--- config.mk ---
export PLATFORM = sky130hd
export DESIGN_NAME = jpsc_loop_regs
export DESIGN_NICKNAME = d
export VERILOG_FILES = /design/src/jpsc_pkg.sv /design/src/jpsc_spi_engine.sv /design/src/jpsc_loop_regs.sv
export VERILOG_INCLUDE_DIRS = /design/src
export SDC_FILE = /design/constraint.sdc
export NUM_CORES = 1
export LEC_CHECK = 0
export ABC_AREA = 1
export BUFFER_PORTS_ARGS = -buffer_cell sky130_fd_sc_hd__buf_2
export CAP_MARGIN = 10
export CORE_ASPECT_RATIO = 0.9
export CORE_UTILIZATION = 39
export DETAILED_ROUTE_END_ITERATION = 8
export GPL_TIMING_DRIVEN = 0
export PLACE_DENSITY = 0.66
export SLEW_MARGIN = 20
export SYNTH_ARGS = -nofsm -noshare
export SYNTH_HDL_FRONTEND = slang
export SYNTH_HIERARCHICAL = 1
export SYNTH_SLANG_ARGS = --single-unit
--- constraint.sdc ---
create_clock -name sys_clk_i -period 3.4 [get_ports sys_clk_i]
set_input_delay 0.51 -clock sys_clk_i [delete_from_list [all_inputs] [get_ports sys_clk_i]]
set_output_delay 0.51 -clock sys_clk_i [all_outputs]
set_load 0.01 [all_outputs]
--- src/jpsc_consts.svh ---
// Register offsets, field positions, reset values and frame figures of the loop control bank.
`ifndef JPSC_CONSTS_SVH
`define JPSC_CONSTS_SVH

`define JPSC_OFF_VCO_DIV      7'h03
`define JPSC_OFF_SYNC_DIV     7'h07
`define JPSC_OFF_REF_DIV_OE   7'h0b
`define JPSC_OFF_FIRST_LOOP   7'h0d
`define JPSC_OFF_LOOP_OPTION  7'h10
`define JPSC_OFF_PULSE_COUNT  7'h17

`define JPSC_RST_VCO_DIV      8'h00
`define JPSC_RST_SYNC_DIV     8'h00
`define JPSC_RST_REF_DIV_OE   8'h0f
`define JPSC_RST_FIRST_LOOP   8'h20
`define JPSC_RST_LOOP_OPTION  8'h00
`define JPSC_RST_PULSE_COUNT  8'h00

`define JPSC_POS_POLARITY     7
`define JPSC_POS_HOLDOVER     6
`define JPSC_POS_BYPASS       4

`define JPSC_MASK_VCO_DIV     8'hfd
`define JPSC_MASK_SYNC_DIV    8'had
`define JPSC_MASK_LOOP_OPTION 8'hd0
`define JPSC_FIXED_LOOP_OPTION 8'h04

`define JPSC_HEAD_LAST        4'h7
`define JPSC_BODY_LAST        4'h7

`endif

--- src/jpsc_pkg.sv ---
// Types shared by the serial port engine and the loop control register bank.
package jpsc_pkg;

    typedef enum logic [1:0] {
        JPSC_IDLE = 2'b00,
        JPSC_HEAD = 2'b01,
        JPSC_BODY = 2'b10,
        JPSC_END  = 2'b11
    } jpsc_state_t;

    typedef struct packed {
        logic       wr;
        logic [6:0] addr;
        logic [7:0] wdata;
    } jpsc_req_t;

endpackage

--- src/jpsc_spi_engine.sv ---
// Serial configuration port engine: frames of one direction bit, seven address bits, one data byte.
`timescale 1ns/1ps
`default_nettype none
`include "jpsc_consts.svh"

module jpsc_spi_engine (
    input  wire logic          sys_clk_i,
    input  wire logic          rst_n_i,
    input  wire logic          spi_sclk_i,
    input  wire logic          spi_cs_n_i,
    input  wire logic          spi_sdi_i,
    input  wire logic [7:0]    rdata_i,
    output var  jpsc_pkg::jpsc_req_t req_o,
    output logic               spi_sdo_o,
    output logic               spi_sdo_oe_o
);
    import jpsc_pkg::*;

    jpsc_state_t st_ff,    nxt_st;
    logic        sclk_ff,  nxt_sclk;
    logic [3:0]  cnt_ff,   nxt_cnt;
    logic [7:0]  shin_ff,  nxt_shin;
    logic [7:0]  shout_ff, nxt_shout;
    logic        rd_ff,    nxt_rd;
    logic        sdo_ff,   nxt_sdo;
    logic        oe_ff,    nxt_oe;
    jpsc_req_t   req_ff,   nxt_req;
    logic        rise;
    logic        fall;
    logic [7:0]  shifted;

    assign rise    = spi_sclk_i & ~sclk_ff;
    assign fall    = ~spi_sclk_i & sclk_ff;
    assign shifted = {shin_ff[6:0], spi_sdi_i};

    always_comb begin
        nxt_st    = st_ff;
        nxt_sclk  = spi_sclk_i;
        nxt_cnt   = cnt_ff;
        nxt_shin  = shin_ff;
        nxt_shout = shout_ff;
        nxt_rd    = rd_ff;
        nxt_sdo   = sdo_ff;
        nxt_oe    = oe_ff;
        nxt_req   = req_ff;
        nxt_req.wr = 1'b0;
        if (spi_cs_n_i) begin
            nxt_st  = JPSC_IDLE;
            nxt_cnt = 4'h0;
            nxt_oe  = 1'b0;
        end else begin
            unique case (st_ff)
                JPSC_IDLE: begin
                    nxt_st  = JPSC_HEAD;
                    nxt_cnt = 4'h0;
                end
                JPSC_HEAD: begin
                    if (rise) begin
                        nxt_shin = shifted;
                        nxt_cnt  = cnt_ff + 4'h1;
                        if (cnt_ff == `JPSC_HEAD_LAST) begin
                            nxt_rd       = shifted[7];
                            nxt_req.addr = shifted[6:0];
                            nxt_cnt      = 4'h0;
                            nxt_st       = JPSC_BODY;
                        end
                    end
                end
                JPSC_BODY: begin
                    if (fall && rd_ff) begin
                        // The first falling edge of the data phase loads the read byte.
                        if (cnt_ff == 4'h0) begin
                            nxt_sdo   = rdata_i[7];
                            nxt_shout = {rdata_i[6:0], 1'b0};
                            nxt_oe    = 1'b1;
                        end else begin
                            nxt_sdo   = shout_ff[7];
                            nxt_shout = {shout_ff[6:0], 1'b0};
                        end
                    end
                    if (rise) begin
                        nxt_shin = shifted;
                        nxt_cnt  = cnt_ff + 4'h1;
                        if (cnt_ff == `JPSC_BODY_LAST) begin
                            nxt_req.wr    = ~rd_ff;
                            nxt_req.wdata = shifted;
                            nxt_st        = JPSC_END;
                        end
                    end
                end
                JPSC_END: begin
                    nxt_st = JPSC_END;
                end
            endcase
        end
    end

    always_ff @(posedge sys_clk_i) begin
        if (!rst_n_i) begin
            st_ff    <= JPSC_IDLE;
            sclk_ff  <= 1'b0;
            cnt_ff   <= 4'h0;
            shin_ff  <= 8'h00;
            shout_ff <= 8'h00;
            rd_ff    <= 1'b0;
            sdo_ff   <= 1'b0;
            oe_ff    <= 1'b0;
            req_ff   <= '0;
        end else begin
            st_ff    <= nxt_st;
            sclk_ff  <= nxt_sclk;
            cnt_ff   <= nxt_cnt;
            shin_ff  <= nxt_shin;
            shout_ff <= nxt_shout;
            rd_ff    <= nxt_rd;
            sdo_ff   <= nxt_sdo;
            oe_ff    <= nxt_oe;
            req_ff   <= nxt_req;
        end
    end

    assign req_o        = req_ff;
    assign spi_sdo_o    = sdo_ff;
    assign spi_sdo_oe_o = oe_ff;

endmodule // jpsc_spi_engine

`default_nettype wire

--- src/jpsc_loop_regs.sv ---
// Loop control and reference pulse register bank behind the serial configuration port.
`timescale 1ns/1ps
`default_nettype none
`include "jpsc_consts.svh"

module jpsc_loop_regs (
    input  wire logic       sys_clk_i,
    input  wire logic       rst_n_i,
    input  wire logic       spi_sclk_i,
    input  wire logic       spi_cs_n_i,
    input  wire logic       spi_sdi_i,
    output logic            spi_sdo_o,
    output logic            spi_sdo_oe_o,
    output logic [5:0]      pump_current_code_o,
    output logic            osc_tuning_polarity_o,
    output logic            holdover_o,
    output logic            tuning_park_mid_o,
    output logic            loop_bypass_o,
    output logic            loop_active_o,
    output logic [1:0]      clock_a_delay_o,
    output logic [7:0]      ref_pulse_count_field_o,
    output logic [3:0]      ref_divider_select_o,
    output logic            ref_out_a0_enable_o,
    output logic            ref_out_a1_enable_o,
    output logic            ref_out_b0_enable_o,
    output logic            ref_out_b1_enable_o,
    output logic            ref_output_trigger_o,
    output logic            vco_divider_powerdown_o,
    output logic [3:0]      vco_divider_ratio_o,
    output logic [3:0]      sync_divider_ratio_o,
    output logic            sync_divider_powerdown_o,
    output logic            request_flag_zero_o
);
    import jpsc_pkg::*;

    jpsc_req_t  req;
    logic [7:0] rdata;

    logic [7:0] vco_ff,   nxt_vco;
    logic [7:0] sync_ff,  nxt_sync;
    logic [7:0] refoe_ff, nxt_refoe;
    logic [7:0] loop_ff,  nxt_loop;
    logic [7:0] opt_ff,   nxt_opt;
    logic [7:0] cnt_ff,   nxt_cnt;
    logic       act_ff,   nxt_act;

    function automatic logic hit(input jpsc_req_t r, input logic [6:0] off);
        hit = r.wr && (r.addr == off);
    endfunction

    jpsc_spi_engine u_engine (
        .sys_clk_i    (sys_clk_i),
        .rst_n_i      (rst_n_i),
        .spi_sclk_i   (spi_sclk_i),
        .spi_cs_n_i   (spi_cs_n_i),
        .spi_sdi_i    (spi_sdi_i),
        .rdata_i      (rdata),
        .req_o        (req),
        .spi_sdo_o    (spi_sdo_o),
        .spi_sdo_oe_o (spi_sdo_oe_o)
    );

    always_comb begin
        nxt_vco   = vco_ff;
        nxt_sync  = sync_ff;
        nxt_refoe = refoe_ff;
        nxt_loop  = loop_ff;
        nxt_opt   = opt_ff;
        nxt_cnt   = cnt_ff;
        if (hit(req, `JPSC_OFF_VCO_DIV)) begin
            nxt_vco = req.wdata & `JPSC_MASK_VCO_DIV;
        end
        if (hit(req, `JPSC_OFF_SYNC_DIV)) begin
            nxt_sync = req.wdata & `JPSC_MASK_SYNC_DIV;
        end
        if (hit(req, `JPSC_OFF_REF_DIV_OE)) begin
            nxt_refoe = req.wdata;
        end
        if (hit(req, `JPSC_OFF_FIRST_LOOP)) begin
            nxt_loop = req.wdata;
        end
        if (hit(req, `JPSC_OFF_LOOP_OPTION)) begin
            nxt_opt = req.wdata & `JPSC_MASK_LOOP_OPTION;
        end
        if (hit(req, `JPSC_OFF_PULSE_COUNT)) begin
            nxt_cnt = req.wdata;
        end
        // The loop tracks only when neither held nor bypassed.
        nxt_act = ~nxt_loop[`JPSC_POS_HOLDOVER] & ~nxt_opt[`JPSC_POS_BYPASS];
    end

    always_ff @(posedge sys_clk_i) begin
        if (!rst_n_i) begin
            vco_ff   <= `JPSC_RST_VCO_DIV;
            sync_ff  <= `JPSC_RST_SYNC_DIV;
            refoe_ff <= `JPSC_RST_REF_DIV_OE;
            loop_ff  <= `JPSC_RST_FIRST_LOOP;
            opt_ff   <= `JPSC_RST_LOOP_OPTION;
            cnt_ff   <= `JPSC_RST_PULSE_COUNT;
            act_ff   <= 1'b1;
        end else begin
            vco_ff   <= nxt_vco;
            sync_ff  <= nxt_sync;
            refoe_ff <= nxt_refoe;
            loop_ff  <= nxt_loop;
            opt_ff   <= nxt_opt;
            cnt_ff   <= nxt_cnt;
            act_ff   <= nxt_act;
        end
    end

    // Unmapped addresses and reserved bits read as zero; the loop option low bits read a fixed code.
    always_comb begin
        unique case (req.addr)
            `JPSC_OFF_VCO_DIV:     rdata = vco_ff;
            `JPSC_OFF_SYNC_DIV:    rdata = sync_ff;
            `JPSC_OFF_REF_DIV_OE:  rdata = refoe_ff;
            `JPSC_OFF_FIRST_LOOP:  rdata = loop_ff;
            `JPSC_OFF_LOOP_OPTION: rdata = opt_ff | `JPSC_FIXED_LOOP_OPTION;
            `JPSC_OFF_PULSE_COUNT: rdata = cnt_ff;
            default:               rdata = 8'h00;
        endcase
    end

    // The pump current equals this code times the unit step, so the code is driven unaltered.
    assign pump_current_code_o      = loop_ff[5:0];
    assign osc_tuning_polarity_o    = loop_ff[`JPSC_POS_POLARITY];
    assign holdover_o               = loop_ff[`JPSC_POS_HOLDOVER];
    assign tuning_park_mid_o        = loop_ff[`JPSC_POS_HOLDOVER];
    assign loop_bypass_o            = opt_ff[`JPSC_POS_BYPASS];
    assign loop_active_o            = act_ff;
    assign clock_a_delay_o          = opt_ff[7:6];
    assign ref_pulse_count_field_o  = cnt_ff;
    assign ref_divider_select_o     = refoe_ff[7:4];
    assign ref_out_b1_enable_o      = refoe_ff[3];
    assign ref_out_b0_enable_o      = refoe_ff[2];
    assign ref_out_a1_enable_o      = refoe_ff[1];
    assign ref_out_a0_enable_o      = refoe_ff[0];
    assign vco_divider_powerdown_o  = vco_ff[7];
    assign vco_divider_ratio_o      = vco_ff[6:3];
    assign ref_output_trigger_o     = vco_ff[0];
    assign request_flag_zero_o      = sync_ff[7];
    assign sync_divider_powerdown_o = sync_ff[5];
    assign sync_divider_ratio_o     = sync_ff[3:0];
endmodule // jpsc_loop_regs

`default_nettype wire

### Word level (Yosys, flattened, before mapping)

Cells that the tools add are included.
W data, S select, Z words.

| word-level totals | value |
|---|---|
| register bits | 81 |
| input port bits | 5 |
| output and inout bits | 43 |
| logic and storage cells | 82 |

| operators by class | value |
|---|---|
| add/subtract/negate cells | 1 |
| eq/ne operators | 14 |
| muxes and demuxes | 14 |
| bitwise operators | 13 |
| reduce and logical (&&, ||, !) cells | 20 |

Operator list:

| kind | count |
|---|---|
| $pmux W8 S6 | 1 |
| $eq A7 B4 Y1 const B | 2 |
| $eq A7 B5 Y1 const B | 2 |
| $mux W4 | 3 |
| $pmux W4 S3 | 1 |
| $reduce_and A3 Y1 | 4 |
| $reduce_and A4 Y1 | 3 |
| $not A1 Y1 | 10 |
| $mux W2 | 4 |
| $mux W8 | 1 |
| $ne A2 B1 Y1 const B | 4 |
| $pmux W2 S4 | 1 |
| $eq A7 B2 Y1 const B | 1 |
| $eq A7 B3 Y1 const B | 1 |
| $logic_and A1 B1 Y1 | 7 |
| $mux W7 | 1 |
| $mux W5 | 1 |
| $reduce_or A5 Y1 | 1 |
| $add A4 B1 Y4 const B | 1 |
| $eq A2 B2 Y1 const B | 2 |
| $eq A4 B3 Y1 const B | 1 |
| $logic_not A4 Y1 | 1 |
| $reduce_or A2 Y1 | 2 |
| $and A1 B1 Y1 | 3 |
| other kinds (4) | 4 |

### Logic depth before layout (Yosys ltp)

Gate-level depths: netlist (run 1).

| logic depth | value |
|---|---|
| depth after elaboration | 5 |
| gate-level depth with buffers | 12 |
| gate-level depth less buffers | 11 |

### By module

The synthesis (run 1) kept the hierarchy.

By module, submodules not included:

| module | times used | cells an instance | area an instance (um^2) | sequential area each (um^2) |
|---|---|---|---|---|
| jpsc_loop_regs | 1 | 301 | 1978.1 | 800.8 |
| jpsc_spi_engine | 1 | 230 | 1736.7 | 800.8 |

### Worst setup path after synthesis (run 1)

Ideal clock, no wire load.

| timing | value |
|---|---|
| path type | reg2reg |
| from | register u_engine.req_ff (netlist bit u_engine/req_o[10]) |
| to | register u_engine.sdo_ff, in the netlist u_engine/spi_sdo_o |
| library setup time | 0.065 ns |
| arrival time | 1.412 ns |
| data required time | 3.335 ns |
| slack | 1.923 ns |
| stages on the path, launching flop included | 12 |
| buffers on the path | 1 |
| period minus slack after synthesis | 1.477 ns |
| cells stage by stage | dfxtp_1 -> inv_2 -> nor3_4 -> buf_2 -> nand3_1 -> nand2_1 -> nor2_1 -> nand2_1 -> nand2_1 -> nand2_1 -> nor2_1 -> nor2_1 |

| between the ends | value |
|---|---|
| word-level cells in the longest chain between the ends | 3 |
| elaborated cells on any way between the ends | 8 |
| those cells by class | eq/ne: 6; mux: 2 |

Ends and longest elaborated chain:

| element | RTL line | RTL |
|---|---|---|
| start, declared | jpsc_spi_engine.sv:27 | `jpsc_req_t req_ff, nxt_req;` |
| start signal, assigned | jpsc_spi_engine.sv:118 | `req_ff <= nxt_req;` |
| $eq A7 B5 Y1 (tied with other cells) | jpsc_loop_regs.sv:114 | `unique case (req.addr)` |
| $pmux W8 S6 (*) | jpsc_loop_regs.sv:114 |  |
| net rdata[7] | jpsc_loop_regs.sv:37 | `logic [7:0] rdata;` |
| $mux W1 (*) | jpsc_spi_engine.sv:72 | `if (cnt_ff == 4'h0) begin` |
| end signal, assigned | jpsc_spi_engine.sv:116 | `sdo_ff <= nxt_sdo;` |
| end, declared | jpsc_spi_engine.sv:25 | `logic sdo_ff, nxt_sdo;` |

Mark *: on every way through the listed nets, which the timed path passes. The rest lies on a longest branch.
A chain may end at the register's enable or synchronous reset.

### Worst setup path after layout (run 1)

Same ends and word-level chain as after synthesis.

==> metrics.md, run 1 <==
| Metric | Value |
|---|---|
| Post-route met1 wirelength | `4.33 mm` |
| Slowest library cell on the worst path | `dfxtp_1` |
| Max incr delay on CP | `450 ps` |
| Fmax | `0.549 GHz` |
| CP endpoint kind | `register` |
| Mapped Cells | `531` |
| Initial Utilization | `40.5%` |
| Leak Pwr | `0.00189 uW` |
| Setup Crit Path Kind | `reg -> reg` |
| Routed Wire Length | `9.51 mm` |
| Clock Pin Slew Worst Setup and Hold Paths | `80 ps` |
| TNS Setup | `0 ps` |
| Final Hold Fails | `0` |
| Fillers | `938` |
| Number of synthesized flops with an enable pin | `0` |
| Period minus WS final | `1820 ps` |
| Ant. Diodes | `0` |
| Tcrit/Tclk final | `53.6%` |
| Crit-path cells | `inv_2 -> nor3_4 -> buf_2 -> nand3_1 -> nand2_1 -> nor2_1 -> nand2_1 -> nand2_1 -> nand2_1 -> nor2_1 -> nor2_1` |
| Crit-path max FO | `10` |
| Post-CTS Resized | `0` |
| Top post-synthesis cells by area | `dfxtp_1, nand2_1, nor2_1` |
| Clock root buffer | `clkbuf_8` |
| Met3 wire length | `660 microns` |
| Max_slew headroom | `66.5%` |
| H-tree depth | `3` |
| CORE AREA | `0.00917 sq mm` |
| Drt pass-1 iters | `5` |
| Max VDD drop | `0.000235 V` |
| Worst EP arrival | `2120 ps` |
| Vias post-DR | `3,530` |
| Vias in the first global route | `3,178` |
| Clk_skew | `11.5 ps` |
| Postcts setup bufs | `0` |
| Yosys top cell by area | `dfxtp_1` |
| Worst Path Required | `3700 ps` |
| Most numerous cell in the Yosys netlist | `nand2_1` |
| Cell repeated most along the worst path | `nand2_1` |
| CTS tree | `done` |
| Clk buf depth | `2` |
| Sink Count | `80` |
| Synth cell count leaders | `nand2_1, nor2_1, dfxtp_1` |
| Die Wd | `105 microns` |
| Post-synth top area share | `43.1%` |
| Synth async-reset ratio | `0%` |
| Antenna viol nets, final | `0` |
| Initial antenna violation count | `0` |
| Netlist area before placement | `0.00371 sq mm` |
| Port bufs | `46` |
| Row Count | `33` |
| CTS Buf Count | `9` |
| Yosys Warn Count | `6` |
| Synth Area per Inst | `7.00 sq um` |
| Area Overhead vs Synth | `16.9%` |
| Drt via density | `4.94` |
| Synth cell types | `27` |
| Die footprint | `0.00992 sq mm` |
| Gr usage total | `20.4%` |
| DRT iter0 DRCs | `181` |
| Worst Hold Class | `in -> reg` |
| Clk_lat worst skew | `360 ps` |
| Die H | `94.6 microns` |
| Syn Nets | `543` |
| Layout cells sized above 1 | `16.5%` |
| Unrepaired setup endpoints after global routing | `no` |
| Top FF cell, synth | `dfxtp_1` |
| I/O pin count | `48` |
| Met2 Routed Length | `4.31 mm` |
| Power, Total | `1870 uW` |
| Post-DP HPWL | `7.13 mm` |
| Max-cap check violation count | `0` |
| First-pass GRT wire length | `15.6 mm` |
| Post-DR wirelength/cell | `13.3 microns` |
| Status | `finished, final reports clean` |
| Remaining global-route overflow | `0` |
| Max-slew violation count | `0` |
| DRC viols | `0` |
| #FFs+latches synth | `80` |
| Nets | `600` |
| Max Used Layer | `met4` |
| Slew @ Worst Pin | `502 ps` |
| Startpoint types | `register` |
| Routability cong. | `0.887` |
| # hold bufs at CTS | `0` |
| # setup viols final | `0` |
| Pwr/cell area | `430 mW/mm^2` |
| Pin count of the biggest net entering global routing | `15` |
| Post-synthesis sequential area ratio | `43.1%` |
==> worst paths after layout <==
kind | startpoint | to | cells after the start | slack, ps
max | u_engine/req_o[10]$_SDFFE_PN0P_ | u_engine/spi_sdo_o$_SDFFE_PN0P_ | 11 | 1580
min | spi_sclk_i | u_engine/sclk_ff$_SDFF_PN0_ | 3 | 370
max reg2reg | u_engine/req_o[10]$_SDFFE_PN0P_ | u_engine/spi_sdo_o$_SDFFE_PN0P_ | 11 | 1580
min reg2reg | u_engine/rd_ff$_SDFFE_PN0P_ | u_engine/req_o[15]$_SDFF_PP0_ | 1 | 480
==> where the power goes <==
part | leakage (uW) | switching (uW) | internal, uW
clock | 0.000119 | 362 | 489
sequential | 0.000645 | 6.78 | 943
combinational | 0.00113 | 47.5 | 20.7
total | 0.00189 | 416 | 1450
==> cell usage in the layout (no fill, tap or decap), types with 2 or more instances in the layout <==
master and instances:
a21oi_1 39, buf_1 2, buf_2 52, buf_4 6
buf_6 3, bufinv_16 3, clkbuf_1 7, clkbuf_8 9
clkinv_2 2, clkinv_4 2, dfxtp_1 80, ha_1 7
inv_1 66, inv_2 5, nand2_1 96, nand3_1 32
nand3_2 5, nand4_1 10, nor2_1 86, nor3_1 8
nor3_4 3, o21ai_0 59, o21ai_2 3
==> kinds of logic after synthesis <==
kind of cell	Yosys count	synth area share, %
other	1	0.101
buffers and inverters	96	11.1
adder cells (fa/ha/maj)	7	2.36
AO/OA/AOI/OAI	103	14.2
AND/OR/NAND/NOR	244	29.0
flip-flops	80	43.1
==> layer usage <==
metal	GRT usage [%]	vias up
li1	-	1804
met1	27.2	1583
met2	32.3	126
met3	4.42	17
met4	8.33	0
met5	0	-
==> cell type report <==
cell class                 instances  area (sq um)  share of cell area, %
clock buffer                       9           124                   2.85
sequential                        80          1600                   36.9
timing repair buffer              46           230                   5.30
clock inverter                     7           120                   2.77
multi-input combinational        355          1700                   39.1
inverter                          72           272                   6.25
tap                              122           153                   3.52
buffer                            24           143                   3.29
==> metrics by stage <==
step	cell area (sq um)	hold WS [ps]	setup slack, ps	utilization, %	instances
after floorplan	3710	442	1920	-	531
after CTS	4340	352	1580	47.4	715
after global placement	4100	455	1630	44.7	699
after detailed placement	4100	463	1610	44.7	699
final	4340	365	1580	47.4	715
after global routing	4340	367	1380	47.4	715
==> worst max-delay path, delay by kind of cell (launching register included) <==
| family | cells | cell delay (ps) |
|---|---|---|
| buffers and inverters | 2 | 370 |
| and+or+nand+nor | 9 | 950 |
| DFF | 1 | 450 |
==> sequential cells by signal, summed over array words and instances (netlist names), 2 cells and up <==
name	cells
u_engine/req_o	16
u_engine/shout_ff	7
ref_pulse_count_field_o	8
opt_ff	3
vco_ff	7
loop_ff	8
refoe_ff	8
u_engine/st_ff	2
sync_ff	5
u_engine/shin_ff	7
u_engine/cnt_ff	4
Note: power is estimated with default switching activity, not from simulation.
==> inputs of run 2 (changes only) <==
==> constraint.sdc (replaced) <==
create_clock -name sys_clk_i -period 1.74 [get_ports sys_clk_i]
set_input_delay 0.261 -clock sys_clk_i [delete_from_list [all_inputs] [get_ports sys_clk_i]]
set_output_delay 0.261 -clock sys_clk_i [all_outputs]
set_load 0.01 [all_outputs]
==> run 2 against run 1 <==
Fmax rose by 13%. Via count up 1.1%. Die area stayed put. First-iteration DRC count is 6.6% higher. Largest power group unchanged.
==> metrics.md, run 2 (synthesis gave the netlist of run 1 again) <==
| Metric | Value |
|---|---|
| Initial Utilization | `40.5%` |
| Pint | `2840 uW` |
| Clk buf depth | `2` |
| Setup ws final | `131 ps` |
| Routability cong. | `0.887` |
| Fillers | `922` |
| Final Hold Fails | `0` |
| Setup Crit Path Kind | `reg -> reg` |
| Gr usage total | `20.4%` |
| Drt pass-1 iters | `4` |
| Ant. Diodes | `0` |
| Routed Wire Length | `9.65 mm` |
| Combinational share of power | `3.7%` |
| DRT iter0 DRCs | `193` |
| Nets | `603` |
| Crit-path max FO | `10` |
| Die H | `94.6 microns` |
| Largest register FFs | `16` |
| Unrepaired setup endpoints after global routing | `yes` |
| CORE AREA | `0.00917 sq mm` |
| Switching pwr | `822 uW` |
| # setup viols final | `0` |
| Slowest library cell on the worst path | `dfxtp_1` |
| Pwr/cell area | `829 mW/mm^2` |
| Worst Path Required | `2030 ps` |
| Max incr delay on CP | `360 ps` |
| TNS Setup | `0 ps` |
| Row Count | `33` |
| Port bufs | `46` |
| First-pass GRT wire length | `15.6 mm` |
| Number of buffer and inverter stages on the critical path | `2` |
| Sw Share | `22.5%` |
| Die Wd | `105 microns` |
| Clock root buffer | `clkbuf_8` |
| Leak Pwr | `0.00192 uW` |
| Startpoint types | `register` |
| Fmax | `0.622 GHz` |
| Cell repeated most along the worst path | `nand2_1` |
| Die footprint | `0.00992 sq mm` |
| Max-cap check violation count | `0` |
| Pin count of the biggest net entering global routing | `15` |
| Period minus WS final | `1610 ps` |
| DP Worst Slack | `-54.6 ps` |
| Commonest non-fill, non-tap cells in the layout | `nand2_1, nor2_1, dfxtp_1` |
| Sequential Power Share | `50.7%` |
| I/O pin count | `48` |
| Area Overhead vs Synth | `18.9%` |
| Delay-heaviest family, CP | `simple AND/OR/NAND/NOR gates` |
| Clk_lat worst skew | `360 ps` |
| Sink Count | `80` |
| Crit-path cells | `inv_1 -> nand2_1 -> nor2_1 -> clkbuf_4 -> nand2_1 -> o21ai_0 -> nor2_1 -> nand2_1 -> nand3_1 -> a21oi_1` |
| Max VDD drop | `0.000449 V` |
| CTS Buf Count | `9` |
| Worst Hold Class | `in -> reg` |
| Layout cells sized above 1 | `19.1%` |
| Drt via density | `4.97` |
| Status | `finished, final reports clean` |
| Antenna viol nets, final | `0` |
| Max-slew violation count | `0` |
| Commonest non-fill, non-tap cell in the layout | `nand2_1` |
| Tcrit/Tclk final | `92.5%` |
| # hold bufs at CTS | `0` |
| Clk_skew | `10.9 ps` |
| Initial antenna violation count | `0` |
| Vias post-DR | `3,570` |
| Post-DR wirelength/cell | `13.4 microns` |
| Post-DP HPWL | `7.13 mm` |
| CP endpoint kind | `register` |
| Clock Pin Slew Worst Setup and Hold Paths | `80 ps` |
| Worst EP arrival | `1900 ps` |
| H-tree depth | `3` |
| Remaining global-route overflow | `0` |
| Vias in the first global route | `3,206` |
| CTS tree | `done` |
| Clock power share | `45.6%` |
| DRC viols | `0` |
run 2: final timing paths:
path                                                       from                                end  slack, ps  depth (start not counted)
worst max-delay path            u_engine/req_o[13]$_SDFFE_PN0P_  u_engine/shout_ff[1]$_SDFFE_PN0P_        130                         10
worst min-delay path                                 spi_sclk_i        u_engine/sclk_ff$_SDFF_PN0_        110                          3
worst max register to register  u_engine/req_o[13]$_SDFFE_PN0P_  u_engine/shout_ff[1]$_SDFFE_PN0P_        130                         10
worst min register to register      u_engine/rd_ff$_SDFFE_PN0P_      u_engine/req_o[15]$_SDFF_PP0_        480                          1
run 2: final cells by class:
| class | count | area (sq um) | share of cell area, % |
|---|---|---|---|
| clock buffers | 9 | 124 | 2.80 |
| multi-input cells | 355 | 1730 | 39.2 |
| repair buffers | 50 | 260 | 5.89 |
| flip-flops and latches | 80 | 1610 | 36.3 |
| inverters | 72 | 272 | 6.15 |
| clock inverters | 7 | 120 | 2.72 |
| well taps | 122 | 153 | 3.46 |
| plain buffers | 23 | 153 | 3.46 |
run 2: power groups by stage:
stage | clock network (uW) | registers (uW) | logic, uW
finish | 1670 | 1860 | 135
global route | 1790 | 1860 | 155
CTS | 1690 | 1860 | 133
detailed placement | 0 | 1900 | 133
global placement | 0 | 1900 | 129
floorplan | 0 | 1890 | 95.6
run 2: stage by stage:
step           cell area, sq um  hold WS (ps)  std cells  utilization [%]  power [uW]
3_3_place_gp               4100           455        699             44.7        2030
5_1_grt                    4420           118        718             48.2        3800
2_1_floorplan              3710           354        531                -        1990
6_report                   4420           113        718             48.2        3660
3_5_place_dp               4100           463        699             44.7        2030
4_1_cts                    4360           103        717             47.6        3680
run 2: worst min-delay path, cell delays in order:
cell,delay [ps]
buf_2,100
nand2_1,50
inv_1,40
run 2: metal layers:
layer	vias up	wire length, microns	track usage [%]
met5	-	0	0
met1	1629	4430	27.0
li1	1809	-	-
met3	24	557	4.42
met2	108	4400	32.6
met4	0	267	8.33
run 2: timing repair:
item                                    4_1_cts  5_1_grt
hold endpoints to repair                      0        0
setup buffers                                 2        2
pin swaps                                     1        2
endpoints found under the setup margin        4       25
gates resized for setup                       3       17
